<file path="config.mk">
export PLATFORM = sky130hd
export DESIGN_NAME = rx_buffer_control
export DESIGN_NICKNAME = d
export VERILOG_FILES = /design/src/inc/rxbuf_pkg.sv /design/src/core/rx_buffer_control.sv
export VERILOG_INCLUDE_DIRS = /design/src /design/src/inc
export SDC_FILE = /design/constraint.sdc
export NUM_CORES = 1
export LEC_CHECK = 0
export BUFFER_PORTS_ARGS = -buffer_cell sky130_fd_sc_hd__buf_2
export CORE_AREA = 2 2 154 156
export DETAILED_ROUTE_END_ITERATION = 7
export DIE_AREA = 0 0 156 158
export GPL_ROUTABILITY_DRIVEN = 0
export GPL_TIMING_DRIVEN = 0
export PLACE_DENSITY = 0.54
export RECOVER_POWER = 100
export SLEW_MARGIN = 0
export SYNTH_ARGS = -nofsm -noshare
export SYNTH_HDL_FRONTEND = slang
export SYNTH_SLANG_ARGS = --single-unit
</file>
<file path="constraint.sdc">
create_clock -name clk -period 4.08 [get_ports clk]
set_input_delay 0.408 -clock clk [delete_from_list [all_inputs] [get_ports clk]]
set_output_delay 0.408 -clock clk [all_outputs]
set_load 0.02 [all_outputs]
</file>
<file path="src/inc/rxbuf_defs.svh">
// Register offsets, field positions and reset values of the receive buffer control block.
`ifndef RXBUF_DEFS_SVH
`define RXBUF_DEFS_SVH
`define OFS_COMPLETION_HANDLING  12'h0108
`define OFS_COMPLETION_ADVERT    12'h010c
`define OFS_INTEGRITY_CONTROL    12'h0110
`define OFS_INTEGRITY_FLAGS      12'h0114
`define OFS_CREDIT_VIEW_SELECT   12'h0120
`define OFS_POSTED_CREDIT_VIEW   12'h0124
`define OFS_NONPOSTED_CREDIT_VIEW 12'h0128
`define OFS_COMPLETION_CREDIT_VIEW 12'h012c
`define BIT_PRIORITY             0
`define BIT_RELAXED_OVERRIDE     1
`define BIT_PARITY_REPORT_OFF    18
`define BIT_PREFIX_TRIGGER       17
`define BIT_PARITY_TRIGGER       16
`define BIT_DOUBLE_REPORT_OFF    12
`define BIT_DOUBLE_HANDLING_OFF  11
`define BIT_DOUBLE_TRIGGER       8
`define BIT_SINGLE_REPORT_OFF    4
`define BIT_SINGLE_CORRECT_OFF   3
`define BIT_SINGLE_TRIGGER       0
`define FLAG_PREFIX              3
`define FLAG_PARITY              2
`define FLAG_DOUBLE              1
`define FLAG_SINGLE              0
`define CONTROL_MASK             32'h0007_1919
`define RESET_ZERO               32'h0000_0000
`define MAX_ADV_HDR              16'h007f
`define MAX_ADV_DATA             16'h07ff
`define INFINITE_CREDIT          16'h0000
`define ARB_STARVE_LIMIT         4'h8
`endif

</file>
<file path="src/inc/rxbuf_pkg.sv">
// Types shared by the receive buffer control block.
package rxbuf_pkg;
  typedef enum logic [1:0] {
    ADV_BY_PORT  = 2'h0,
    ADV_ACTUAL   = 2'h1,
    ADV_INFINITE = 2'h2,
    ADV_RSVD     = 2'h3
  } advert_choice_type;
  typedef enum logic [1:0] {
    VIEW_INITIAL     = 2'h0,
    VIEW_CURRENT     = 2'h1,
    VIEW_IMPLEMENTED = 2'h2,
    VIEW_RSVD        = 2'h3
  } credit_view_choice_type;
  typedef enum logic [1:0] {
    ARB_POSTED    = 2'h0,
    ARB_NONPOSTED = 2'h1,
    ARB_COMPL     = 2'h3
  } arb_state_type;
  typedef struct packed {
    logic [15:0] data;
    logic [15:0] hdr;
  } credit_pair_type;
  typedef struct packed {
    credit_pair_type p;
    credit_pair_type n;
    credit_pair_type c;
  } credit_set_type;
endpackage : rxbuf_pkg

</file>
<file path="src/core/rx_buffer_control.sv">
// Receive buffer control: arbitration, credit views, parity/ECC control and status.
//
// Behaviour
// - Override makes every completion relaxed-ordered.
// - Priority off: round-robin among P, NP, C.
// - Priority on: completions first, anti-starvation.
// - Advert choice: port type, actual, infinite.
// - Prefix parity trigger edge injects once.
// - Parity trigger edge injects once.
// - Double-bit trigger edge injects on read.
// - Single-bit trigger edge injects on read.
// - Parity report-off suppresses parity reports.
// - Double-bit report-off suppresses its reports.
// - Double-bit handling-off skips its handling.
// - Single-bit report-off suppresses its reports.
// - Correction off: single-bit acts as double.
// - Four sticky error flags, write one clears.
// - View choice: initial, current, implemented.
// - Implemented view may exceed advertised maximum.
// - Posted view: data high, header low.
// - Non-posted view: data high, header low.
// - Completion view: data high, header low.
`include "rxbuf_defs.svh"
`timescale 1ns/10ps
`default_nettype none
module rx_buffer_control #(
  parameter int ADDR_W = 12
) (
  input  wire logic                    clk,                 // Core clock, 25 MHz.
  input  wire logic                    rst_n,               // Synchronous reset, low.
  input  wire logic [ADDR_W-1:0]       avs_address,         // Byte address.
  input  wire logic                    avs_read,            // Read request.
  input  wire logic                    avs_write,           // Write request.
  input  wire logic [31:0]             avs_writedata,       // Write data.
  input  wire logic [3:0]              avs_byteenable,      // Byte lanes.
  output logic [31:0]                  avs_readdata,        // Read data.
  output logic                         avs_waitrequest,     // Stall.
  output logic [1:0]                   avs_response,        // 00 ok, 11 unmapped.
  input  wire logic                    port_is_endpoint,    // Strap: endpoint role.
  input  wire logic [2:0]              pend,                // Pending P, NP, C.
  input  wire logic                    user_ready,          // User takes a TLP.
  output logic [2:0]                   grant,               // One-hot grant P, NP, C.
  input  wire logic                    cpl_relaxed_in,      // Received RO attribute.
  output logic                         cpl_relaxed_out,     // Effective RO attribute.
  input  wire logic                    tlp_rx,              // TLP reception pulse.
  input  wire logic                    ram_rd,              // Buffer RAM read pulse.
  output logic                         inject_prefix,       // Prefix parity inject.
  output logic                         inject_parity,       // Parity inject.
  output logic                         inject_double,       // Double-bit inject.
  output logic                         inject_single,       // Single-bit inject.
  input  wire logic                    det_prefix,          // Prefix parity seen.
  input  wire logic                    det_parity,          // Parity error seen.
  input  wire logic                    det_double,          // Double-bit error seen.
  input  wire logic                    det_single,          // Single-bit error seen.
  output logic                         correct_single,      // Correct single-bit.
  output logic                         handle_uncorrectable, // Handle as uncorrectable.
  output logic                         err_report,          // Report pulse.
  output logic                         cpl_adv_infinite,    // Advertise infinite C.
  input  wire rxbuf_pkg::credit_set_type cred_initial,      // Initial advertisements.
  input  wire rxbuf_pkg::credit_set_type cred_current,      // Current available.
  input  wire rxbuf_pkg::credit_set_type cred_implemented   // Implemented amounts.
);
  // ==========================================================
  // Register storage.
  logic [31:0] ctl_q;
  logic        prio_q;
  logic        ro_ovr_q;
  rxbuf_pkg::advert_choice_type      adv_q;
  rxbuf_pkg::credit_view_choice_type view_q;
  logic [3:0]  flags_q;
  logic        ack_q;
  logic [31:0] wmask;
  logic        wr_go;
  logic        rd_go;
  always_comb begin
    wmask = {{8{avs_byteenable[3]}}, {8{avs_byteenable[2]}},
             {8{avs_byteenable[1]}}, {8{avs_byteenable[0]}}};
  end
  logic        take;
  // A request is taken while waitrequest is high; a write lands on the edge at which
  // the master sees waitrequest low, with address and data still held.
  assign take  = (avs_read || avs_write) && !ack_q;
  assign wr_go = avs_write && ack_q;
  assign rd_go = avs_read && !ack_q;

  always_ff @(posedge clk) begin
    if (!rst_n) begin
      ctl_q    <= `RESET_ZERO;
      prio_q   <= 1'b0;
      ro_ovr_q <= 1'b0;
      adv_q    <= rxbuf_pkg::ADV_BY_PORT;
      view_q   <= rxbuf_pkg::VIEW_INITIAL;
    end else if (wr_go) begin
      unique case (avs_address)
        `OFS_COMPLETION_HANDLING: begin
          if (avs_byteenable[0]) begin
            prio_q   <= avs_writedata[`BIT_PRIORITY];
            ro_ovr_q <= avs_writedata[`BIT_RELAXED_OVERRIDE];
          end
        end
        `OFS_COMPLETION_ADVERT: begin
          if (avs_byteenable[0]) begin
            adv_q <= rxbuf_pkg::advert_choice_type'(avs_writedata[1:0]);
          end
        end
        `OFS_INTEGRITY_CONTROL: begin
          ctl_q <= ((ctl_q & ~wmask) | (avs_writedata & wmask)) & `CONTROL_MASK;
        end
        `OFS_CREDIT_VIEW_SELECT: begin
          if (avs_byteenable[0]) begin
            view_q <= rxbuf_pkg::credit_view_choice_type'(avs_writedata[1:0]);
          end
        end
        default: begin
        end
      endcase
    end
  end

  // ==========================================================
  // Avalon handshake: every access answered one cycle after request.
  always_ff @(posedge clk) begin
    if (!rst_n) begin
      ack_q           <= 1'b0;
      avs_waitrequest <= 1'b1;
    end else begin
      ack_q           <= take;
      avs_waitrequest <= !take;
    end
  end

  rxbuf_pkg::credit_set_type sel_set;
  always_comb begin
    unique case (view_q)
      rxbuf_pkg::VIEW_INITIAL:     sel_set = cred_initial;
      rxbuf_pkg::VIEW_CURRENT:     sel_set = cred_current;
      rxbuf_pkg::VIEW_IMPLEMENTED: sel_set = cred_implemented;
      default:                     sel_set = '0;
    endcase
  end

  always_ff @(posedge clk) begin
    if (!rst_n) begin
      avs_readdata <= `RESET_ZERO;
      avs_response <= 2'h0;
    end else if (take) begin
      avs_readdata <= `RESET_ZERO;
      avs_response <= 2'h0;
      unique case (avs_address)
        `OFS_COMPLETION_HANDLING:
          if (rd_go) avs_readdata <= {30'h0, ro_ovr_q, prio_q};
        `OFS_COMPLETION_ADVERT:
          if (rd_go) avs_readdata <= {30'h0, adv_q};
        `OFS_INTEGRITY_CONTROL:
          if (rd_go) avs_readdata <= ctl_q;
        `OFS_INTEGRITY_FLAGS:
          if (rd_go) avs_readdata <= {28'h0, flags_q};
        `OFS_CREDIT_VIEW_SELECT:
          if (rd_go) avs_readdata <= {30'h0, view_q};
        `OFS_POSTED_CREDIT_VIEW:
          if (rd_go) avs_readdata <= sel_set.p;
        `OFS_NONPOSTED_CREDIT_VIEW:
          if (rd_go) avs_readdata <= sel_set.n;
        `OFS_COMPLETION_CREDIT_VIEW:
          if (rd_go) avs_readdata <= sel_set.c;
        default: avs_response <= 2'h3;
      endcase
    end
  end

  // ==========================================================
  // Injection triggers: a rising edge of a control bit arms one injection.
  logic [3:0] trig_now;
  logic [3:0] trig_prev_q;
  logic [3:0] armed_q;
  logic [3:0] consume;
  assign trig_now = {ctl_q[`BIT_PREFIX_TRIGGER], ctl_q[`BIT_PARITY_TRIGGER],
                     ctl_q[`BIT_DOUBLE_TRIGGER], ctl_q[`BIT_SINGLE_TRIGGER]};
  assign consume  = {tlp_rx, tlp_rx, ram_rd, ram_rd};

  always_ff @(posedge clk) begin
    if (!rst_n) begin
      trig_prev_q <= 4'h0;
    end else begin
      trig_prev_q <= trig_now;
    end
  end

  genvar gi;
  generate
    for (gi = 0; gi < 4; gi++) begin : g_arm
      always_ff @(posedge clk) begin
        if (!rst_n) begin
          armed_q[gi] <= 1'b0;
        end else if (trig_now[gi] && !trig_prev_q[gi]) begin
          armed_q[gi] <= 1'b1;
        end else if (consume[gi]) begin
          armed_q[gi] <= 1'b0;
        end
      end
    end
  endgenerate

  always_ff @(posedge clk) begin
    if (!rst_n) begin
      {inject_prefix, inject_parity, inject_double, inject_single} <= 4'h0;
    end else begin
      {inject_prefix, inject_parity, inject_double, inject_single} <= armed_q & consume;
    end
  end

  // ==========================================================
  // Error detection, handling and sticky flags.
  logic       single_as_double;
  logic [3:0] report_ok;
  logic [3:0] w1c;
  logic [3:0] seen_err;
  assign single_as_double = det_single && ctl_q[`BIT_SINGLE_CORRECT_OFF];
  assign report_ok[`FLAG_PREFIX] = det_prefix && !ctl_q[`BIT_PARITY_REPORT_OFF];
  assign report_ok[`FLAG_PARITY] = det_parity && !ctl_q[`BIT_PARITY_REPORT_OFF];
  assign report_ok[`FLAG_DOUBLE] = (det_double || single_as_double)
                                   && !ctl_q[`BIT_DOUBLE_REPORT_OFF];
  assign report_ok[`FLAG_SINGLE] = det_single && !ctl_q[`BIT_SINGLE_CORRECT_OFF]
                                   && !ctl_q[`BIT_SINGLE_REPORT_OFF];
  assign w1c = (wr_go && avs_address == `OFS_INTEGRITY_FLAGS && avs_byteenable[0])
               ? avs_writedata[3:0] : 4'h0;
  // Status flags record detection; the report-off bits only silence reporting.
  assign seen_err[`FLAG_PREFIX] = det_prefix;
  assign seen_err[`FLAG_PARITY] = det_parity;
  assign seen_err[`FLAG_DOUBLE] = det_double || single_as_double;
  assign seen_err[`FLAG_SINGLE] = det_single && !ctl_q[`BIT_SINGLE_CORRECT_OFF];

  always_ff @(posedge clk) begin
    if (!rst_n) begin
      flags_q <= 4'h0;
    end else begin
      flags_q <= (flags_q & ~w1c) | seen_err;
    end
  end

  always_ff @(posedge clk) begin
    if (!rst_n) begin
      correct_single       <= 1'b0;
      handle_uncorrectable <= 1'b0;
      err_report           <= 1'b0;
    end else begin
      correct_single       <= det_single && !ctl_q[`BIT_SINGLE_CORRECT_OFF];
      handle_uncorrectable <= (det_double || single_as_double)
                              && !ctl_q[`BIT_DOUBLE_HANDLING_OFF];
      err_report           <= |report_ok;
    end
  end

  // ==========================================================
  // Completion ordering attribute and credit advertisement.
  always_ff @(posedge clk) begin
    if (!rst_n) begin
      cpl_relaxed_out  <= 1'b0;
      cpl_adv_infinite <= 1'b0;
    end else begin
      cpl_relaxed_out <= cpl_relaxed_in || ro_ovr_q;
      unique case (adv_q)
        rxbuf_pkg::ADV_BY_PORT:  cpl_adv_infinite <= port_is_endpoint;
        rxbuf_pkg::ADV_ACTUAL:   cpl_adv_infinite <= 1'b0;
        rxbuf_pkg::ADV_INFINITE: cpl_adv_infinite <= 1'b1;
        default:                 cpl_adv_infinite <= port_is_endpoint;
      endcase
    end
  end

  // ==========================================================
  // Arbiter: round robin, or completion priority with starvation limit.
  rxbuf_pkg::arb_state_type last_q;
  logic [3:0]               starve_q;
  logic [2:0]               pick;
  logic                     force_req;
  logic                     np_turn_q;
  assign force_req = (starve_q >= `ARB_STARVE_LIMIT) && (pend[0] || pend[1]);

  always_comb begin
    pick = 3'h0;
    if (prio_q && pend[2] && !force_req) begin
      pick = 3'b100;
    end else if (prio_q && pend[2]) begin
      // Forced turns alternate, so neither posted nor non-posted traffic can starve.
      pick = ((np_turn_q && pend[1]) || !pend[0]) ? 3'b010 : 3'b001;
    end else begin
      unique case (last_q)
        rxbuf_pkg::ARB_POSTED:
          pick = pend[1] ? 3'b010 : pend[2] ? 3'b100 : pend[0] ? 3'b001 : 3'b000;
        rxbuf_pkg::ARB_NONPOSTED:
          pick = pend[2] ? 3'b100 : pend[0] ? 3'b001 : pend[1] ? 3'b010 : 3'b000;
        default:
          pick = pend[0] ? 3'b001 : pend[1] ? 3'b010 : pend[2] ? 3'b100 : 3'b000;
      endcase
    end
  end

  always_ff @(posedge clk) begin
    if (!rst_n) begin
      grant <= 3'h0;
    end else begin
      grant <= user_ready ? pick : 3'h0;
    end
  end

  always_ff @(posedge clk) begin
    if (!rst_n) begin
      last_q    <= rxbuf_pkg::ARB_COMPL;
      starve_q  <= 4'h0;
      np_turn_q <= 1'b0;
    end else if (user_ready && pick != 3'h0) begin
      last_q <= pick[0] ? rxbuf_pkg::ARB_POSTED :
                pick[1] ? rxbuf_pkg::ARB_NONPOSTED : rxbuf_pkg::ARB_COMPL;
      starve_q <= (pick[2] && (pend[0] || pend[1])) ? starve_q + 4'h1 : 4'h0;
      if (pick[0] || pick[1]) begin
        np_turn_q <= pick[0];
      end
    end
  end
endmodule : rx_buffer_control
`default_nettype wire

</file>
==> impl_metrics.env, run 1 <==
export IMPL_hold_path_startpoint="cpl_relaxed_in"
export IMPL_ys_seq_area_share_pct=28.9
export IMPL_max_slew_margin_rel_pct=49.6
export IMPL_yosys_warnings=0
export IMPL_slowest_delay_ps=550
export IMPL_r2r_setup_slack_ps=1490
export IMPL_worstPathRequired_ps=4320
export IMPL_final_cell_mix="buf_2, nor2_1, mux2i_1"
export IMPL_numPortBuffers=372
export IMPL_syn2layout_area_growth_pct=44.1
export IMPL_route_detailed_drc=0
export IMPL_status="completed"
export IMPL_grt_pass1_wl_mm=39.9
export IMPL_post_cts_resized=0
export IMPL_synthDistinctLibCells=56
export IMPL_skew_ps=9.80
export IMPL_cts_root_buf="clkbuf_16"
export IMPL_synth_area_mm2=0.00561
export IMPL_timing_fmax_ghz=0.386
export IMPL_worstMarginPinSlew_ps=756
export IMPL_die_x_um=156
export IMPL_die_h_um=158
export IMPL_final_common_cell="buf_2"
export IMPL_rsz0062_at_grt="no"
export IMPL_p_leak_nw=3.61
export IMPL_drt_iter0_markers=308
export IMPL_synthesis_nets=1065
export IMPL_cp_top_family="buffers and inverters"
export IMPL_io_pins=399
export IMPL_worstSetupStartpoint="view_q[0]"
export IMPL_dp_hpwl_mm=23.1
export IMPL_layout_drive_gt1_share_pct=33.0
export IMPL_overflow=0
export IMPL_vias_per_cell=4.97
export IMPL_async_flop_share_pct=0
export IMPL_clk_pin_slew_ps=70
export IMPL_final_net_count=1448
export IMPL_h_tree_depth=3
export IMPL_period_needed_ps=2590
export IMPL_ctsHoldBuffers=0
export IMPL_path_max_fanout=10
export IMPL_cp_slowest_cell="clkbuf_1"
export IMPL_setup_viol_count_final=0
export IMPL_first_global_vias=6655
export IMPL_num_fill_cells=2561
export IMPL_row_count=56
export IMPL_post_cts_buffers=0
export IMPL_criticalPathCategory="reg2reg"
export IMPL_cp_arrival_ps=2840
export IMPL_hold_violations=0
export IMPL_clock_path_buffers=2
export IMPL_ir_worst_vdd_mv=0.164
export IMPL_critPathBufInv=3
export IMPL_synthFlopType="dfxtp_1"
export IMPL_grt_usage_pct=21.8
export IMPL_coreArea_mm2=0.0231
export IMPL_cts_tree="yes"
export IMPL_wirelength_mm=28.3
export IMPL_path_cells="clkbuf_1 > clkbuf_1 > clkbuf_1 > nor2_1 > a21oi_1 > nor2_1 > a211o_1"
export IMPL_fin_area_mm2=0.00808
export IMPL_ant_nets=0
export IMPL_worst_path_most_repeated_cell="clkbuf_1"
export IMPL_drv_slew=0
export IMPL_p_total_mw=2.03
export IMPL_netlist_instances=710
export IMPL_dpl_cell_area_mm2=0.00783
export IMPL_worstSkewPairLatency_ps=350
export IMPL_cts_made_buffers=9
export IMPL_finalSetupTns_ps=0
export IMPL_reg2reg_from="view_q[0]"
export IMPL_end_kind="register"
export IMPL_antenna_found_initial=4
export IMPL_synth_edf_count=0
export IMPL_cts_num_sinks=81
export IMPL_power_density_mw_per_mm2=251
export IMPL_min_period_over_period_pct=63.6
export IMPL_instances_no_fill=1390
export IMPL_dieArea_mm2=0.0246
export IMPL_startpoint_type="register"
export IMPL_drt_pass1_iterations=5
export IMPL_wire_per_inst_um=20.3
export IMPL_synth_seq_cells=81
export IMPL_via_count=6913
export IMPL_cap_violations=0
export IMPL_place_inst=1372
export IMPL_initial_core_util_pct=24.3
export IMPL_grt_max_degree=15
export IMPL_syn_area_per_cell_um2=7.90
export IMPL_min_path_type="in2reg"
where the power goes:
group	switching (mW)	internal, mW
Clock	0.368	0.493
Sequential	0.00671	0.802
Combinational	0.184	0.175
synth_stat cells (all sizes together) (2+ instances only):
library cell | n | area [µm²]
nand4 | 6 | 43.8
ha | 3 | 37.5
o22ai | 3 | 18.8
or3 | 4 | 25.0
a31oi | 6 | 37.5
and2 | 12 | 75.1
buf | 24 | 119
o2bb2ai | 2 | 17.5
a32oi | 3 | 26.3
nand2 | 19 | 71.3
mux2i | 115 | 1150
o21a | 3 | 22.5
nor3 | 11 | 55.1
and4 | 2 | 17.5
nand3 | 3 | 15.0
and3 | 8 | 50.1
a211oi | 60 | 450
a32o | 2 | 20.0
o211ai | 4 | 30.0
dfxtp | 81 | 1620
nand2b | 4 | 25.0
a21boi | 4 | 30.0
a211o | 22 | 193
nor2 | 142 | 533
nor2b | 7 | 43.8
o32ai | 6 | 52.6
inv | 16 | 60.1
a221o | 6 | 60.1
a21oi | 60 | 304
clkbuf | 37 | 140
o221ai | 4 | 35.0
o21ai | 13 | 65.1
tightest hold or removal path, stage by stage:
cell,delay [ps]
buf_2,70
nor2_1,30
nor2_1,60
area by class of cell:
class | count | area [µm²] | share of cell area [%]
Inverter | 17 | 63.8 | 0.790
Multi-Input combinational cell | 551 | 3660 | 45.3
Timing Repair Buffer | 372 | 1800 | 22.3
Antenna cell | 2 | 5.00 | 0.0619
Clock buffer | 10 | 239 | 2.96
Buffer | 61 | 258 | 3.19
Sequential cell | 81 | 1620 | 20.1
Tap cell | 290 | 363 | 4.49
Clock inverter | 6 | 65.1 | 0.805
cells by family (layout without fill, tap and decap cells):
family	after synthesis	after routing	synth area share, %
simple gates	224	224	18.1
compound gates	207	207	25.7
mux	116	116	20.7
flops	81	81	28.9
buf+inv	78	466	5.76
fa+ha+maj	3	3	0.669
xor+xnor	1	1	0.156
other cells	0	2	0
routing by layer:
layer	GRT usage, %	vias to the layer above	wire [µm]
li1	-	3374	-
met1	26.3	3243	11700
met2	39.1	264	14200
met3	5.39	26	1890
met4	5.20	6	461
met5	0	-	41
path summary, 6_finish.rpt:
check | end | cells past startpoint
worst min-delay path | cpl_relaxed_out | 3
worst min register to register | avs_readdata[6] | 1
worst max-delay path | avs_readdata[25] | 7
worst max register to register | avs_readdata[25] | 7
stage by stage:
stage / setup WS [ps] / utilization [%] / hold slack (ps)
2_1_floorplan: 2050 / - / 426
3_3_place_gp: 1270 / 34.0 / 439
3_5_place_dp: 1290 / 34.0 / 445
4_1_cts: 1420 / 35.3 / 256
5_1_grt: 1240 / 35.0 / 273
6_report: 1490 / 35.1 / 268
No activity file was read; power rests on OpenSTA's default activity.
==> run 2, diff against run 1 <==
==> constraint.sdc (replaced) <==
create_clock -name clk -period 2.6 [get_ports clk]
set_input_delay 0.26 -clock clk [delete_from_list [all_inputs] [get_ports clk]]
set_output_delay 0.26 -clock clk [all_outputs]
set_load 0.02 [all_outputs]
==> run 2 against run 1 <==
Against the previous run: register-to-register slack worse by 1300 ps; sequential power is 57% higher; critical endpoint is now avs_readdata[22]; global-route usage hardly changed.
==> impl_metrics.env, run 2 (same netlist as run 1, synthesis figures left out) <==
export IMPL_status="completed"
export IMPL_power_density_mw_per_mm2=393
export IMPL_layout_setup_ws_ps=161
export IMPL_grt_pass1_wl_mm=39.9
export IMPL_first_global_vias=6661
export IMPL_p_total_mw=3.18
export IMPL_wire_per_inst_um=20.3
export IMPL_ctsHoldBuffers=0
export IMPL_via_count=6883
export IMPL_drt_pass1_iterations=5
export IMPL_post_cts_buffers=0
export IMPL_cts_num_sinks=81
export IMPL_layout_drive_gt1_share_pct=33.3
export IMPL_cts_tree="yes"
export IMPL_die_h_um=158
export IMPL_io_pins=399
export IMPL_die_x_um=156
export IMPL_p_leak_nw=3.62
export IMPL_cp_slowest_cell="mux2i_1"
export IMPL_ant_nets=0
export IMPL_worstSkewPairLatency_ps=350
export IMPL_skew_ps=9.99
export IMPL_instances_no_fill=1390
export IMPL_critPathBufInv=3
export IMPL_path_cells="buf_2 > buf_2 > buf_2 > mux2i_1 > nor2_1 > a21oi_1 > nor2_1 > a211o_1"
export IMPL_cts_root_buf="clkbuf_16"
export IMPL_numPortBuffers=372
export IMPL_whs_path_depth=3
export IMPL_worst_path_most_repeated_cell="buf_2"
export IMPL_row_count=56
export IMPL_vias_per_cell=4.95
export IMPL_worstMarginPinSlew_ps=749
export IMPL_cts_made_buffers=9
export IMPL_clock_path_buffers=2
export IMPL_min_path_type="in2reg"
export IMPL_crit_cells=8
export IMPL_drv_slew=0
export IMPL_reg2reg_from="view_q[1]"
export IMPL_fin_util_pct=35.1
export IMPL_final_net_count=1448
export IMPL_end_kind="register"
export IMPL_min_period_over_period_pct=93.8
export IMPL_antenna_found_initial=4
export IMPL_worstPathRequired_ps=2850
export IMPL_drt_iter0_markers=345
export IMPL_max_slew_margin_rel_pct=50.1
export IMPL_fin_area_mm2=0.00809
export IMPL_cap_violations=0
export IMPL_h_tree_depth=3
export IMPL_initial_core_util_pct=24.3
export IMPL_reg2reg_to="avs_readdata[22]"
export IMPL_grt_usage_pct=21.8
export IMPL_finalSetupTns_ps=0
export IMPL_setup_viol_count_final=0
export IMPL_crit_path_end="avs_readdata[22]"
export IMPL_dpl_cell_area_mm2=0.00783
export IMPL_final_common_cell="buf_2"
export IMPL_final_cell_mix="buf_2, nor2_1, mux2i_1"
export IMPL_place_ws_ps=-45.4
export IMPL_coreArea_mm2=0.0231
export IMPL_hold_violations=0
export IMPL_worstSetupStartpoint="view_q[1]"
export IMPL_path_max_fanout=10
export IMPL_clk_pin_slew_ps=70
export IMPL_reg2regPathDepth=8
export IMPL_cp_arrival_ps=2690
export IMPL_startpoint_type="register"
export IMPL_rsz0062_at_grt="no"
export IMPL_cp_top_family="buffers and inverters"
export IMPL_overflow=0
export IMPL_wirelength_mm=28.3
export IMPL_slowest_delay_ps=430
export IMPL_r2r_setup_slack_ps=160
export IMPL_syn2layout_area_growth_pct=44.2
export IMPL_period_needed_ps=2440
export IMPL_timing_fmax_ghz=0.410
export IMPL_num_fill_cells=2564
export IMPL_grt_max_degree=15
export IMPL_place_inst=1372
export IMPL_dieArea_mm2=0.0246
export IMPL_ir_worst_vdd_mv=0.257
export IMPL_dp_hpwl_mm=23.1
export IMPL_holdWs_ps=120
export IMPL_route_detailed_drc=0
export IMPL_criticalPathCategory="reg2reg"
## run 2: power by group
part           switching [mW]  total [mW]  leakage (nW)  internal [mW]
Sequential             0.0105        1.27         0.657           1.26
Combinational           0.289       0.564          2.82          0.275
Clock                   0.575        1.35         0.149          0.773
## run 2: what timing repair did
action / 4_1_cts / 5_1_grt
resized for setup: 2 / 2
endpoints found under the setup margin: 4 / 3
endpoints found under the hold margin: 0 / 0
## run 2: worst min path at each step
stage / start / end / slack [ps]
floorplan: cpl_relaxed_in / cpl_relaxed_out / 380
global placement: avs_readdata[28] / avs_readdata[28] / 440
detailed placement: avs_readdata[29] / avs_readdata[29] / 440
CTS: cpl_relaxed_in / cpl_relaxed_out / 110
global route: cpl_relaxed_in / cpl_relaxed_out / 130
finish: cpl_relaxed_in / cpl_relaxed_out / 120
## run 2: per-layer routing
layer	track usage (%)	part of all wire, %	up-vias
li1	-	-	3372
met1	26.2	41	3228
met2	39.1	50	251
met3	5.39	6.6	26
met4	5.20	1.6	6
met5	0	0.14	-
## run 2: cell type report
cell class	count	area, µm²	area share (%)
diodes	2	5.00	0.0619
clock buffers	10	239	2.96
multi-input cells	551	3660	45.3
repair buffers	372	1800	22.3
inverters	17	63.8	0.789
flip-flops and latches	81	1620	20.1
plain buffers	61	263	3.25
clock inverters	6	65.1	0.805
well taps	290	363	4.49
## run 2: tightest hold or removal path: stages
cell and delay (ps):
buf_2 70, nor2_1 30, nor2_1 60
